$ cat src/verilog/slave_port_pkg.sv
package slave_port_pkg;

  // register offsets (byte addresses)
  localparam logic [7:0] OFS_CTRL = 8'h00;
  localparam logic [7:0] OFS_TIMING = 8'h08;
  localparam logic [7:0] OFS_RX_BYTE_HOLD = 8'h0c;
  localparam logic [7:0] OFS_TX_BYTE_HOLD = 8'h10;
  localparam logic [7:0] OFS_CHECKSUM_VALUE = 8'h14;
  localparam logic [7:0] OFS_FLAGS = 8'h18;
  localparam logic [7:0] OFS_IRQ_ENABLE_SET = 8'h1c;
  localparam logic [7:0] OFS_IRQ_ENABLE_CLEAR = 8'h20;
  localparam logic [7:0] OFS_IRQ_MASK_STATE = 8'h24;
  localparam logic [7:0] OFS_FLAG_CLEAR_PORT = 8'h28;

  // flag positions
  localparam int unsigned BIT_RX_WAITING = 0;
  localparam int unsigned BIT_TX_ROOM = 1;
  localparam int unsigned BIT_SLAVE_ON = 2;
  localparam int unsigned BIT_TRANSFER_COMPLETE = 3;
  localparam int unsigned BIT_SENDING_ROLE = 5;
  localparam int unsigned BIT_TX_UNDERRUN = 6;
  localparam int unsigned BIT_RX_OVERRUN = 7;
  localparam int unsigned BIT_NAK = 8;
  localparam int unsigned BIT_BUS_TIMEOUT = 12;
  localparam int unsigned BIT_CRC_CHECK_FAIL = 13;
  localparam int unsigned BIT_MISPLACED_CONDITION = 14;
  localparam int unsigned BIT_HIT_LSB = 16;
  localparam int unsigned BIT_END_CONDITION_SEEN = 21;
  localparam int unsigned BIT_RESTART_SEEN = 22;
  localparam int unsigned BIT_BYTE_DONE = 23;

  localparam logic [31:0] FLAGS_RESET = 32'h0000_0002;
  localparam logic [31:0] STICKY_MASK = 32'h00ff_71c8;
  localparam logic [31:0] IRQ_SOURCE_MASK = 32'h00ff_71cb;

  // control fields
  localparam int unsigned CTRL_SLAVE_ON = 0;
  localparam int unsigned CTRL_SMBUS_ON = 1;
  localparam int unsigned CTRL_OWN_MATCH_ON = 2;
  localparam int unsigned CTRL_GENCALL_ON = 3;
  localparam int unsigned CTRL_STRETCH_ON_BUFFER = 4;
  localparam int unsigned CTRL_ALERT_ON = 8;
  localparam int unsigned CTRL_DEFAULT_ON = 9;
  localparam int unsigned CTRL_HOST_HDR_ON = 10;
  localparam int unsigned CTRL_CRC_ON = 11;
  localparam int unsigned CTRL_DATA_NAK = 12;
  localparam int unsigned CTRL_OWN_ADDR_LSB = 16;
  localparam logic [31:0] CTRL_WRITE_MASK = 32'h007f_1f1f;

  // timing fields
  localparam int unsigned TIM_EXT_LOW_LSB = 0;
  localparam int unsigned TIM_TIMEOUT_LSB = 8;
  localparam int unsigned TIM_PRESCALE_LSB = 28;
  localparam logic [31:0] TIMING_WRITE_MASK = 32'hf000_ffff;

  localparam logic [6:0] ADDR_SMB_DEFAULT = 7'h61;
  localparam logic [6:0] ADDR_HOST_HEADER = 7'h08;
  localparam logic [6:0] ADDR_ALERT_RESP = 7'h0c;
  localparam logic [6:0] ADDR_GENERAL_CALL = 7'h00;
  localparam logic [7:0] CRC_POLY = 8'h07;
  localparam logic [3:0] BITS_PER_BYTE = 4'h8;

  typedef enum logic [3:0] {
    PH_IDLE = 4'b0000,
    PH_ADDR = 4'b0001,
    PH_ACK = 4'b0010,
    PH_RX = 4'b0011,
    PH_STORE = 4'b0100,
    PH_LOAD = 4'b0101,
    PH_TX = 4'b0110,
    PH_TX_ACK = 4'b0111,
    PH_SKIP = 4'b1000
  } phase_type;

  typedef struct packed {
    logic scl;
    logic sda;
    logic scl_rise;
    logic scl_fall;
    logic start;
    logic stop;
  } bus_sense_type;

  typedef struct packed {
    logic [1:0] scl_pipe;
    logic [1:0] sda_pipe;
    logic scl_last;
    logic sda_last;
  } sampler_state_type;

  typedef struct packed {
    phase_type phase;
    logic [3:0] bit_cnt;
    logic [7:0] shift;
    logic rw;
    logic addressed;
    logic data_seen;
    logic nak_seen;
    logic [31:0] ctrl;
    logic [31:0] timing;
    logic [7:0] rx_hold;
    logic [7:0] tx_hold;
    logic tx_room;
    logic rx_waiting;
    logic [7:0] crc;
    logic [31:0] flags;
    logic [31:0] irq_mask;
    logic [31:0] rd_data;
    logic sda_oe;
    logic scl_oe;
    logic [16:0] pre_cnt;
    logic [7:0] ext_cnt;
    logic [7:0] low_cnt;
  } core_state_type;

  localparam core_state_type CORE_RESET = '{phase: PH_IDLE, tx_room: 1'b1, default: '0};

endpackage

$ cat src/verilog/line_sampler.sv
`timescale 1ns/1ps
module line_sampler (
  input wire logic clock,
  input wire logic rst_b,
  input wire logic scl_in,
  input wire logic sda_in,
  output slave_port_pkg::bus_sense_type sense
);
  slave_port_pkg::sampler_state_type q, d;

  always_comb begin
    d = q;
    d.scl_pipe = {q.scl_pipe[0], scl_in};
    d.sda_pipe = {q.sda_pipe[0], sda_in};
    d.scl_last = q.scl_pipe[1];
    d.sda_last = q.sda_pipe[1];
  end

  always_ff @(posedge clock or negedge rst_b) begin
    if (!rst_b) begin
      q <= '1;
    end else begin
      q <= d;
    end
  end

  // both lines pass the same pipe, so their relative order is kept
  always_comb begin
    sense.scl = q.scl_pipe[1];
    sense.sda = q.sda_pipe[1];
    sense.scl_rise = q.scl_pipe[1] & ~q.scl_last;
    sense.scl_fall = ~q.scl_pipe[1] & q.scl_last;
    sense.start = q.scl_pipe[1] & q.scl_last & q.sda_last & ~q.sda_pipe[1];
    sense.stop = q.scl_pipe[1] & q.scl_last & ~q.sda_last & q.sda_pipe[1];
  end
endmodule // line_sampler

$ cat src/verilog/crc8_step.sv
`timescale 1ns/1ps
module crc8_step (
  input wire logic [7:0] crc_in,
  input wire logic [7:0] byte_in,
  output logic [7:0] crc_out
);
  always_comb begin
    crc_out = crc_in ^ byte_in;
    for (int i = 0; i < 8; i++) begin
      crc_out = crc_out[7] ? ({crc_out[6:0], 1'b0} ^ slave_port_pkg::CRC_POLY)
                           : {crc_out[6:0], 1'b0};
    end
  end
endmodule // crc8_step

$ cat src/verilog/slave_port.sv
// The strobed register port was decided locally.
`timescale 1ns/1ps
module slave_port (
  input wire logic clock,
  input wire logic rst_b,
  input wire logic [7:0] reg_addr,
  input wire logic [31:0] reg_wdata,
  input wire logic reg_wr,
  input wire logic reg_rd,
  output logic [31:0] reg_rdata,
  input wire logic scl_in,
  output logic scl_out,
  output logic scl_oe,
  input wire logic sda_in,
  output logic sda_out,
  output logic sda_oe,
  output logic irq
);
  slave_port_pkg::core_state_type q, d;
  slave_port_pkg::bus_sense_type bus;
  logic [7:0] crc_next;
  logic [31:0] flags_view;
  logic [31:0] ev;
  logic [31:0] clr;
  logic [4:0] hits;
  logic stall;
  logic tick;
  logic timeout;
  logic stretch_on;

  function automatic logic [4:0] addr_hits(input logic [7:0] rx, input logic [31:0] ctrl);
    logic [6:0] a;
    logic smb;
    a = rx[7:1];
    smb = ctrl[slave_port_pkg::CTRL_SMBUS_ON];
    addr_hits[4] = smb & ctrl[slave_port_pkg::CTRL_DEFAULT_ON]
                 & (a == slave_port_pkg::ADDR_SMB_DEFAULT);
    addr_hits[3] = smb & ctrl[slave_port_pkg::CTRL_HOST_HDR_ON]
                 & (a == slave_port_pkg::ADDR_HOST_HEADER);
    addr_hits[2] = smb & ctrl[slave_port_pkg::CTRL_ALERT_ON]
                 & (a == slave_port_pkg::ADDR_ALERT_RESP);
    addr_hits[1] = ctrl[slave_port_pkg::CTRL_GENCALL_ON] & ~rx[0]
                 & (a == slave_port_pkg::ADDR_GENERAL_CALL);
    addr_hits[0] = ctrl[slave_port_pkg::CTRL_OWN_MATCH_ON]
                 & (a == ctrl[slave_port_pkg::CTRL_OWN_ADDR_LSB +: 7]);
  endfunction

  function automatic logic mid_byte(input slave_port_pkg::core_state_type s);
    // a legal start or stop follows the first rise of a byte, so count from two
    mid_byte = (s.phase == slave_port_pkg::PH_ADDR || s.phase == slave_port_pkg::PH_RX
                || s.phase == slave_port_pkg::PH_TX) && (s.bit_cnt > 4'h1);
  endfunction

  function automatic logic limit_hit(input logic [7:0] cnt, input logic [7:0] limit);
    limit_hit = (limit != 8'h00) && (cnt >= limit);
  endfunction

  line_sampler sampler (
    .clock(clock),
    .rst_b(rst_b),
    .scl_in(scl_in),
    .sda_in(sda_in),
    .sense(bus)
  );

  crc8_step crc_unit (
    .crc_in(q.crc),
    .byte_in(q.shift),
    .crc_out(crc_next)
  );

  always_comb begin
    flags_view = q.flags;
    flags_view[slave_port_pkg::BIT_SENDING_ROLE] = q.addressed & q.rw;
    flags_view[slave_port_pkg::BIT_SLAVE_ON] = q.ctrl[slave_port_pkg::CTRL_SLAVE_ON];
    flags_view[slave_port_pkg::BIT_TX_ROOM] = q.tx_room;
    flags_view[slave_port_pkg::BIT_RX_WAITING] = q.rx_waiting;
  end

  always_comb begin
    d = q;
    ev = '0;
    clr = '0;
    hits = '0;
    stall = 1'b0;
    d.rd_data = '0;
    stretch_on = q.ctrl[slave_port_pkg::CTRL_STRETCH_ON_BUFFER];

    tick = (q.pre_cnt >= 17'((17'h1 << (q.timing[slave_port_pkg::TIM_PRESCALE_LSB +: 4] + 1))
                             - 17'h1));
    d.pre_cnt = tick ? 17'h0 : q.pre_cnt + 17'h1;
    if (q.phase == slave_port_pkg::PH_IDLE || q.phase == slave_port_pkg::PH_SKIP) begin
      d.ext_cnt = 8'h00;
      d.low_cnt = 8'h00;
    end else begin
      if (tick && q.scl_oe && q.ext_cnt != 8'hff) begin
        d.ext_cnt = q.ext_cnt + 8'h01;
      end
      if (bus.scl) begin
        d.low_cnt = 8'h00;
      end else if (tick && q.low_cnt != 8'hff) begin
        d.low_cnt = q.low_cnt + 8'h01;
      end
    end
    timeout = (q.phase != slave_port_pkg::PH_IDLE) && (q.phase != slave_port_pkg::PH_SKIP)
              && (limit_hit(q.ext_cnt, q.timing[slave_port_pkg::TIM_EXT_LOW_LSB +: 8])
                  || limit_hit(q.low_cnt, q.timing[slave_port_pkg::TIM_TIMEOUT_LSB +: 8]));

    // register reads, data the cycle after the strobe
    if (reg_rd) begin
      unique case (reg_addr)
        slave_port_pkg::OFS_CTRL: d.rd_data = q.ctrl;
        slave_port_pkg::OFS_TIMING: d.rd_data = q.timing;
        slave_port_pkg::OFS_RX_BYTE_HOLD: begin
          d.rd_data = {24'h00_0000, q.rx_hold};
          d.rx_waiting = 1'b0;
        end
        slave_port_pkg::OFS_CHECKSUM_VALUE: d.rd_data = {24'h00_0000, q.crc};
        slave_port_pkg::OFS_FLAGS: d.rd_data = flags_view;
        slave_port_pkg::OFS_IRQ_MASK_STATE: d.rd_data = q.irq_mask;
        default: d.rd_data = '0;
      endcase
    end

    // protocol engine
    if (!q.ctrl[slave_port_pkg::CTRL_SLAVE_ON]) begin
      d.phase = slave_port_pkg::PH_IDLE;
      d.addressed = 1'b0;
      d.data_seen = 1'b0;
      d.sda_oe = 1'b0;
    end else if (bus.stop) begin
      if (q.addressed) begin
        ev[slave_port_pkg::BIT_END_CONDITION_SEEN] = 1'b1;
        ev[slave_port_pkg::BIT_TRANSFER_COMPLETE] = 1'b1;
        ev[slave_port_pkg::BIT_CRC_CHECK_FAIL] = q.ctrl[slave_port_pkg::CTRL_CRC_ON]
          & q.ctrl[slave_port_pkg::CTRL_SMBUS_ON] & ~q.rw & q.data_seen & (q.crc != 8'h00);
      end
      ev[slave_port_pkg::BIT_MISPLACED_CONDITION] = mid_byte(q);
      d.crc = 8'h00;
      d.phase = slave_port_pkg::PH_IDLE;
      d.addressed = 1'b0;
      d.data_seen = 1'b0;
      d.sda_oe = 1'b0;
    end else if (bus.start) begin
      ev[slave_port_pkg::BIT_RESTART_SEEN] = q.addressed;
      ev[slave_port_pkg::BIT_MISPLACED_CONDITION] = mid_byte(q);
      d.phase = slave_port_pkg::PH_ADDR;
      d.bit_cnt = 4'h0;
      d.addressed = 1'b0;
      d.sda_oe = 1'b0;
    end else if (timeout) begin
      ev[slave_port_pkg::BIT_BUS_TIMEOUT] = 1'b1;
      d.phase = slave_port_pkg::PH_SKIP;
      d.sda_oe = 1'b0;
    end else begin
      unique case (q.phase)
        slave_port_pkg::PH_IDLE, slave_port_pkg::PH_SKIP: begin
        end
        slave_port_pkg::PH_ADDR, slave_port_pkg::PH_RX: begin
          if (bus.scl_rise) begin
            d.shift = {q.shift[6:0], bus.sda};
            d.bit_cnt = q.bit_cnt + 4'h1;
          end else if (bus.scl_fall && q.bit_cnt == slave_port_pkg::BITS_PER_BYTE) begin
            if (q.phase == slave_port_pkg::PH_RX) begin
              d.phase = slave_port_pkg::PH_STORE;
            end else begin
              hits = addr_hits(q.shift, q.ctrl);
              if (|hits) begin
                ev[slave_port_pkg::BIT_HIT_LSB +: 5] = hits;
                d.addressed = 1'b1;
                d.rw = q.shift[0];
                d.sda_oe = 1'b1;
                d.crc = crc_next;
                d.phase = slave_port_pkg::PH_ACK;
              end else begin
                d.phase = slave_port_pkg::PH_SKIP;
              end
            end
          end
        end
        slave_port_pkg::PH_STORE: begin
          if (stretch_on && d.rx_waiting) begin
            stall = 1'b1;
          end else begin
            stall = q.scl_oe;
            ev[slave_port_pkg::BIT_RX_OVERRUN] = d.rx_waiting;
            d.rx_hold = q.shift;
            d.rx_waiting = 1'b1;
            ev[slave_port_pkg::BIT_BYTE_DONE] = 1'b1;
            d.crc = crc_next;
            d.data_seen = 1'b1;
            d.sda_oe = ~q.ctrl[slave_port_pkg::CTRL_DATA_NAK];
            d.phase = slave_port_pkg::PH_ACK;
          end
        end
        slave_port_pkg::PH_ACK: begin
          if (bus.scl_fall) begin
            d.sda_oe = 1'b0;
            d.bit_cnt = 4'h0;
            d.phase = q.rw ? slave_port_pkg::PH_LOAD : slave_port_pkg::PH_RX;
          end
        end
        slave_port_pkg::PH_LOAD: begin
          if (stretch_on && q.tx_room) begin
            stall = 1'b1;
          end else begin
            stall = q.scl_oe;
            ev[slave_port_pkg::BIT_TX_UNDERRUN] = q.tx_room;
            d.shift = q.tx_hold;
            d.tx_room = 1'b1;
            d.sda_oe = ~q.tx_hold[7];
            d.bit_cnt = 4'h0;
            d.phase = slave_port_pkg::PH_TX;
          end
        end
        slave_port_pkg::PH_TX: begin
          if (bus.scl_rise) begin
            d.bit_cnt = q.bit_cnt + 4'h1;
          end else if (bus.scl_fall && q.bit_cnt == slave_port_pkg::BITS_PER_BYTE) begin
            d.sda_oe = 1'b0;
            ev[slave_port_pkg::BIT_BYTE_DONE] = 1'b1;
            d.crc = crc_next;
            d.data_seen = 1'b1;
            d.phase = slave_port_pkg::PH_TX_ACK;
          end else if (bus.scl_fall && q.bit_cnt != 4'h0) begin
            d.sda_oe = ~q.shift[3'(4'h7 - q.bit_cnt)];
          end
        end
        slave_port_pkg::PH_TX_ACK: begin
          if (bus.scl_rise) begin
            d.nak_seen = bus.sda;
          end else if (bus.scl_fall) begin
            ev[slave_port_pkg::BIT_NAK] = q.nak_seen;
            d.phase = q.nak_seen ? slave_port_pkg::PH_SKIP : slave_port_pkg::PH_LOAD;
          end
        end
        default: d.phase = slave_port_pkg::PH_IDLE;
      endcase
    end
    d.scl_oe = stall;

    // register writes come after the engine so a fresh write beats it, but a new event beats a flag clear
    if (reg_wr) begin
      unique case (reg_addr)
        slave_port_pkg::OFS_CTRL: d.ctrl = reg_wdata & slave_port_pkg::CTRL_WRITE_MASK;
        slave_port_pkg::OFS_TIMING: d.timing = reg_wdata & slave_port_pkg::TIMING_WRITE_MASK;
        slave_port_pkg::OFS_TX_BYTE_HOLD: begin
          d.tx_hold = reg_wdata[7:0];
          d.tx_room = 1'b0;
        end
        slave_port_pkg::OFS_IRQ_ENABLE_SET:
          d.irq_mask = q.irq_mask | (reg_wdata & slave_port_pkg::IRQ_SOURCE_MASK);
        slave_port_pkg::OFS_IRQ_ENABLE_CLEAR:
          d.irq_mask = q.irq_mask & ~reg_wdata;
        slave_port_pkg::OFS_FLAG_CLEAR_PORT: clr = reg_wdata & slave_port_pkg::STICKY_MASK;
        default: begin
        end
      endcase
    end

    // sticky, a new event beats a clear
    d.flags = ((q.flags & ~clr) | ev) & slave_port_pkg::STICKY_MASK;
  end

  always_ff @(posedge clock or negedge rst_b) begin
    if (!rst_b) begin
      q <= slave_port_pkg::CORE_RESET;
    end else begin
      q <= d;
    end
  end

  assign reg_rdata = q.rd_data;
  assign scl_out = 1'b0;
  assign sda_out = 1'b0;
  assign scl_oe = q.scl_oe;
  assign sda_oe = q.sda_oe;
  // request while flag and mask meet
  assign irq = |(flags_view & q.irq_mask);
endmodule // slave_port

$ cat config.mk
export PLATFORM = sky130hd
export DESIGN_NAME = slave_port
export DESIGN_NICKNAME = d
export VERILOG_FILES = /design/src/verilog/slave_port_pkg.sv /design/src/verilog/line_sampler.sv /design/src/verilog/crc8_step.sv /design/src/verilog/slave_port.sv
export SDC_FILE = /design/constraint.sdc
export NUM_CORES = 1
export LEC_CHECK = 0
export ABC_CLOCK_PERIOD_IN_PS = 11800
export BUFFER_PORTS_ARGS = -buffer_cell sky130_fd_sc_hd__buf_4
export CAP_MARGIN = 20
export CORE_MARGIN = 3
export CORE_UTILIZATION = 40
export DETAILED_ROUTE_END_ITERATION = 8
export HOLD_SLACK_MARGIN = 0.03
export PLACE_DENSITY = 0.66
export RECOVER_POWER = 50
export SLEW_MARGIN = 10
export SYNTH_ARGS = -nofsm -noshare
export SYNTH_HDL_FRONTEND = slang
export SYNTH_HIERARCHICAL = 1
export SYNTH_SLANG_ARGS = --single-unit
$ cat constraint.sdc
create_clock -name clock -period 11.8 [get_ports clock]
set_clock_uncertainty 0.1 [all_clocks]
set_input_delay 0.59 -clock clock [delete_from_list [all_inputs] [get_ports clock]]
set_output_delay 0.59 -clock clock [all_outputs]
set_load 0.005 [all_outputs]
==> flow_summary.json, run 1 <==
{
  "status": "finished, violations left",
  "violations": "capacitance limit, slew limit",
  "cts_sinks": 203,
  "insertion_delay_ns": 0.53,
  "yosysTopAreaCellShare": 0.4423,
  "synth_edf_count": 0,
  "p_switching_uw": 445.4,
  "num-nets-final": 1214,
  "setup_viol": 0,
  "cts_tree": "yes",
  "clkSlewWorstSetupHoldPaths_ns": 0.05,
  "h-tree-depth": 1,
  "grt_pass1_vias": 8578,
  "antenna_found_initial": 0,
  "hold_buffers": 1,
  "utilization": 0.4660,
  "routed_wl_um": 30760,
  "overflow": 0,
  "syn_to_final_growth_pct": 13.89,
  "p_seq_frac": 0.425,
  "synth_ff_type": "dfrtp_1",
  "power.switching_fraction": 0.2532,
  "arrival_ns": 6.72,
  "critical_path_required_ns": 11.44,
  "synth_seq_cells": 203,
  "path_cells": "dlygate4sd3_1 > clkbuf_1 > clkbuf_1",
  "drc": 0,
  "start_util": 0.4091,
  "final_common_cell": "dfrtp_1",
  "diodes": 0,
  "die_y_um": 172.5,
  "critical_path_class": "in -> async",
  "synthTopCellsByArea": "dfrtp_1 (44%), mux2_2 (5.6%), ha_1 (4.5%)",
  "num_rows": 60,
  "synthesis.area_mm2": 0.01109,
  "hp-class": "in -> reg",
  "grtUsageTotal": 0.2045,
  "setup.worst_path.end": "q[232]",
  "reg2reg_depth": 16,
  "p_comb_frac": 0.104,
  "portBuffers": 80,
  "drt_first_pass_iters": 5,
  "clockPowerShare": 0.471,
  "layout-drive-gt1-share": 0.1841,
  "antenna_left": 0,
  "p_per_area_mw_per_mm2": 139.3,
  "peakVddDrop_v": 0.0001037,
  "critical_path.most_common_cell": "clkbuf_1",
  "avgViaCountPerCell": 5.821,
  "r2r-start": "q[186]",
  "max_freq_mhz": 141.3,
  "avgSynthCellArea_um2": 10.14,
  "critical-path-max-stage-delay_ns": 2.86,
  "via_count": 8836,
  "startpoint": "rst_b",
  "core_mm2": 0.02710,
  "leakage_uw": 0.005454,
  "slew_violations": 242,
  "power.internal_uw": 1313,
  "crit_cells": 3,
  "worstSetupStartpointType": "input pin",
  "worstMarginPinSlew_ns": 3.820,
  "cp_slowest_cell": "clkbuf_1",
  "die_area_mm2": 0.02975,
  "fp.dieW_um": 172.5,
  "critical-path-top-delay-family": "buffers and inverters",
  "cts_buffers": 24,
  "grt_pass1_wl_um": 48100,
  "yosysUniqueCellTypes": 83,
  "ys_seq_area_frac": 0.4589,
  "cts_root_buffer": "clkbuf_16",
  "cts_resized": 0,
  "maxSlewHeadroom": -1.547,
  "yosysTopAreaCell": "dfrtp_1",
  "final_cell_mix": "dfrtp_1 (196), nand2_1 (87), a21oi_1 (75)",
  "fin_crit_ns": 7.079,
  "wl_per_cell_um": 20.26,
  "r2r_slack_ns": 7.21,
  "path_max_fanout": 73,
  "dp_hpwl_um": 21670,
  "final_hold_viol_count": 0,
  "place.gp.congestion": 0.9024,
  "finalCritPeriodShare": 0.5999,
  "crit_path_end_kind": "async pin",
  "async_flop_share": 1.000,
  "grt_max_degree": 74,
  "r2r-end": "q[7]",
  "clk_path_buf_depth": 3,
  "syn_inst": 1094,
  "drv_cap": 4,
  "ioPinCount": 83,
  "crit_buf_inv": 3,
  "yosys_warnings": 6,
  "rsz0062_at_grt": "no",
  "tns_ns": 0,
  "cts_setup_buffers": 0,
  "min_from": "sda_in",
  "drtIter0Drc": 804
}
flip-flops by register name (all words and copies together), names as in the netlist, named ones only:
signal and count:
sampler/d 2, sda_oe 1, sampler/q 2, scl_oe 1, q 128, sampler/sense 2, flags_view 18, reg_rdata 32
worst reg2reg max path: stages, from the launching register on:
cell,delay (ns)
dfrtp_1,0.47
or2_2,0.37
nor3_1,0.31
inv_1,0.08
ha_1,0.31
nor2b_1,0.24
nand2b_1,0.10
a21oi_1,0.15
a21oi_1,0.06
ha_1,0.30
a21o_1,0.18
a21oi_1,0.14
nor2b_1,0.07
a311oi_2,0.58
nand2_1,0.57
a41oi_1,0.35
a211oi_1,0.08
worst min path at each step:
stage	cells after the start	slack, ns	to
floorplan	0	0.19	async pin
global placement	0	0.25	sampler/sense[4]
detailed placement	0	0.25	sampler/sense[5]
CTS	1	0.07	sampler/d[3]
global route	1	0.07	sampler/d[3]
finish	1	0.09	sampler/d[3]
logic make-up (layout without fill, tap and decap cells):
family | Yosys count | after routing | share of synthesized area
adder cells (fa/ha/maj) | 40 | 40 | 0.04514
multiplexers | 68 | 68 | 0.06985
XOR/XNOR | 50 | 50 | 0.04153
flip-flops | 203 | 203 | 0.4589
buffers and inverters | 128 | 178 | 0.05766
AO/OA/AOI/OAI | 276 | 276 | 0.1732
other | 2 | 4 | 0.0006773
AND/OR/NAND/NOR | 327 | 327 | 0.1530
metal layers:
metal	global-route usage	share of wire	routed length (um)	vias up
li1	-	-	-	4021
met1	0.2962	0.45	13910	4367
met4	0.05762	0.029	893	0
met5	0	0	0	-
met2	0.3207	0.45	13720	386
met3	0.02949	0.073	2239	62
metrics by stage:
step	hold slack, ns	power (uW)	area [um2]	instances	worst slack, ns
6_report	0.08630	1759	12630	1518	4.721
5_1_grt	0.07139	1821	12630	1518	3.459
4_1_cts	0.07050	1771	12680	1517	7.202
3_5_place_dp	0.2484	943.1	11780	1472	7.224
3_3_place_gp	0.2475	941.0	11780	1472	7.325
2_1_floorplan	0.1944	871.0	11100	1096	7.894
power by group through the flow:
| stage | Sequential, uW | Combinational [uW] | Clock, uW |
|---|---|---|---|
| floorplan | 747 | 124 | 0 |
| global placement | 759 | 182 | 0 |
| detailed placement | 759 | 184 | 0 |
| CTS | 747 | 186 | 839 |
| global route | 750 | 208 | 864 |
| finish | 748 | 184 | 828 |
synthesized netlist by cell type (3+ instances only):
cell	n
dfrtp_1	196
nand2_1	87
a21oi_1	75
nor2_1	73
mux2_2	55
a22oi_1	41
clkbuf_1	40
ha_1	40
inv_1	40
buf_4	36
a31oi_1	29
xnor2_1	27
nand3_1	25
o21ai_0	24
xor2_1	20
nor2b_1	19
a21boi_0	18
nand4_1	18
nor3_1	16
and3_1	15
nand3b_1	14
mux2i_1	11
nor4_1	10
nand2b_1	9
a211oi_1	8
a22o_1	8
o221ai_2	8
a32o_1	7
buf_2	7
dfstp_2	7
o211ai_1	7
a21o_1	5
o21a_1	5
or2_2	5
a221oi_1	4
and2_1	4
nor3b_1	4
o22ai_1	4
o31ai_1	4
or3_1	4
a31o_2	3
buf_1	3
nor4b_1	3
o41ai_1	3
xnor2_2	3
area by class of cell:
cell class                 count  area [um2]
fill                        2527       14470
multi-input combinational    765        5375
sequential                   203        5089
clock buffer                  37       719.4
timing repair buffer          94       655.6
tap                          372       465.4
clock inverter                 7       173.9
inverter                      40       150.1
(Power assumes the default switching activity.)
==> run 2, diff against run 1 <==
- ABC_CLOCK_PERIOD_IN_PS: 11800 -> 7000
- clock period: 11.8 -> 7 ns (I/O delays scaled with it)
==> flow_summary.json, run 2 (synthesis results as in run 1) <==
{
  "portBuffers": 80,
  "slew_violations": 105,
  "finalCritPeriodShare": 0.6894,
  "ioPinCount": 83,
  "diodes": 0,
  "met2_length_um": 13820,
  "setup_viol": 0,
  "place.gp.congestion": 0.9026,
  "final_hold_viol_count": 0,
  "power.switching_fraction": 0.2609,
  "met1_length_um": 13980,
  "p_comb_frac": 0.111,
  "syn_to_final_growth_pct": 16.66,
  "drv_cap": 2,
  "status": "finished, violations left",
  "avgViaCountPerCell": 5.742,
  "max_freq_mhz": 207.2,
  "hp-class": "in -> reg",
  "crit_buf_inv": 3,
  "wl_per_cell_um": 19.93,
  "rsz0062_at_grt": "no",
  "tns_ns": 0,
  "leakage_uw": 0.005604,
  "utilization": 0.4773,
  "setup_ws_ns": 2.174,
  "largest_register_ff_count": 128,
  "maxSlewHeadroom": -1.570,
  "drt_first_pass_iters": 5,
  "power.internal_uw": 2151,
  "antenna_left": 0,
  "grt_max_degree": 74,
  "start_util": 0.4091,
  "drc": 0,
  "crit_path_end_kind": "async pin",
  "layout-drive-gt1-share": 0.1864,
  "p_seq_frac": 0.433,
  "worstSetupStartpointType": "input pin",
  "critical_path_class": "in -> async",
  "arrival_ns": 5.10,
  "clkSlewWorstSetupHoldPaths_ns": 0.06,
  "fin_crit_ns": 4.826,
  "path_cells": "dlygate4sd3_1 > clkbuf_1 > clkbuf_2",
  "p_switching_uw": 759.2,
  "dp_hpwl_um": 21590,
  "overflow": 0,
  "cts_sinks": 203,
  "cts_buffers": 25,
  "p_per_area_mw_per_mm2": 225.0,
  "insertion_delay_ns": 0.52,
  "cts_tree": "yes",
  "fp.dieW_um": 172.5,
  "largest-register": "q",
  "num_rows": 60,
  "cp_slowest_cell": "clkbuf_1",
  "final_cell_mix": "dfrtp_1 (196), nand2_1 (87), a21oi_1 (75)",
  "antenna_found_initial": 0,
  "die_area_mm2": 0.02975,
  "grtUsageTotal": 0.2029,
  "routed_wl_um": 30930,
  "clk_path_buf_depth": 3,
  "violations": "capacitance limit, slew limit",
  "cts_root_buffer": "clkbuf_16",
  "dpl_worst_slack_ns": 2.447,
  "critical-path-max-stage-delay_ns": 2.68,
  "path_max_fanout": 70,
  "final_common_cell": "dfrtp_1",
  "critical_path_required_ns": 7.27,
  "r2r_slack_ns": 2.46,
  "topRoutingLayerUsed": "met4",
  "grt_pass1_vias": 8550,
  "die_y_um": 172.5,
  "via_count": 8912,
  "critical-path-top-delay-family": "buffers and inverters",
  "cts_resized": 0,
  "drtIter0Drc": 827,
  "num-nets-final": 1249,
  "peakVddDrop_v": 0.0001526,
  "h-tree-depth": 1,
  "clockPowerShare": 0.456,
  "worstMarginPinSlew_ns": 3.855,
  "dr_wl_met3_um": 2450,
  "core_mm2": 0.02710,
  "grt_pass1_wl_um": 47710
}
==> run 2: changes by cell type in the layout (fill, tap and decap cells not counted), sizes merged <==
cell         previous run  this run
dlygate4sd3             1        35
clkbuf                 80        71
clkinv                  1         8
bufinv                  5         3
buf                    50        53
inv                    40        41
==> run 2: path summary, 6_finish.rpt <==
| path | from | to | cells after the start |
|---|---|---|---|
| min | reg_rd | reg_rdata[24] | 2 |
| max | rst_b | q[191] | 3 |
| min reg2reg | sampler/d[3] | sampler/sense[4] | 0 |
| max in group clock | q[186] | q[7] | 16 |
| max reg2reg | q[186] | q[7] | 16 |
| min in group asynchronous | rst_b | q[22] | 2 |
==> run 2: worst register-to-register path, delay by kind of cell (launching register included) <==
kind            cells  cell delay, ns
simple gates        6            1.63
compound gates      7            1.52
fa+ha+maj           2            0.60
flops               1            0.47
buf+inv             1            0.08
==> run 2: metal layers <==
metal  track usage  vias to the layer above
met5             0                        -
met4       0.05102                        0
met3       0.03338                       49
met2        0.3183                      370
met1        0.2937                     4405
li1              -                     4088
==> run 2: final cells by class <==
| cell class | instances | area [um2] |
|---|---|---|
| clock buffers | 31 | 698.2 |
| well taps | 372 | 465.4 |
| multi-input cells | 765 | 5375 |
| inverters | 40 | 150.1 |
| repair buffers | 128 | 1008 |
| fillers | 2501 | 14170 |
| clock inverters | 13 | 148.9 |
| flip-flops and latches | 203 | 5089 |
==> run 2: power groups by stage <==
stage	clock, uW	combinational, uW	sequential (uW)
final	1330	324	1260
after global routing	1390	366	1260
after CTS	1350	327	1260
after detailed placement	0	310	1280
after global placement	0	307	1280
after floorplan	0	209	1260
==> run 2: repair_timing <==
action                                 4_1_cts  5_1_grt
hold buffers                                35        0
endpoints found under the hold margin      132        0
buffers inserted                             0        0
==> run 2: metrics by stage <==
step	cell area (um2)	total power, uW	instances	hold WS (ns)
after floorplan	11100	1468	1096	-0.04559
after global placement	11780	1586	1472	0.2475
after detailed placement	11780	1590	1472	0.2469
after CTS	12980	2939	1551	0.06204
after global routing	12930	3022	1552	0.06485
final	12930	2910	1552	0.08339
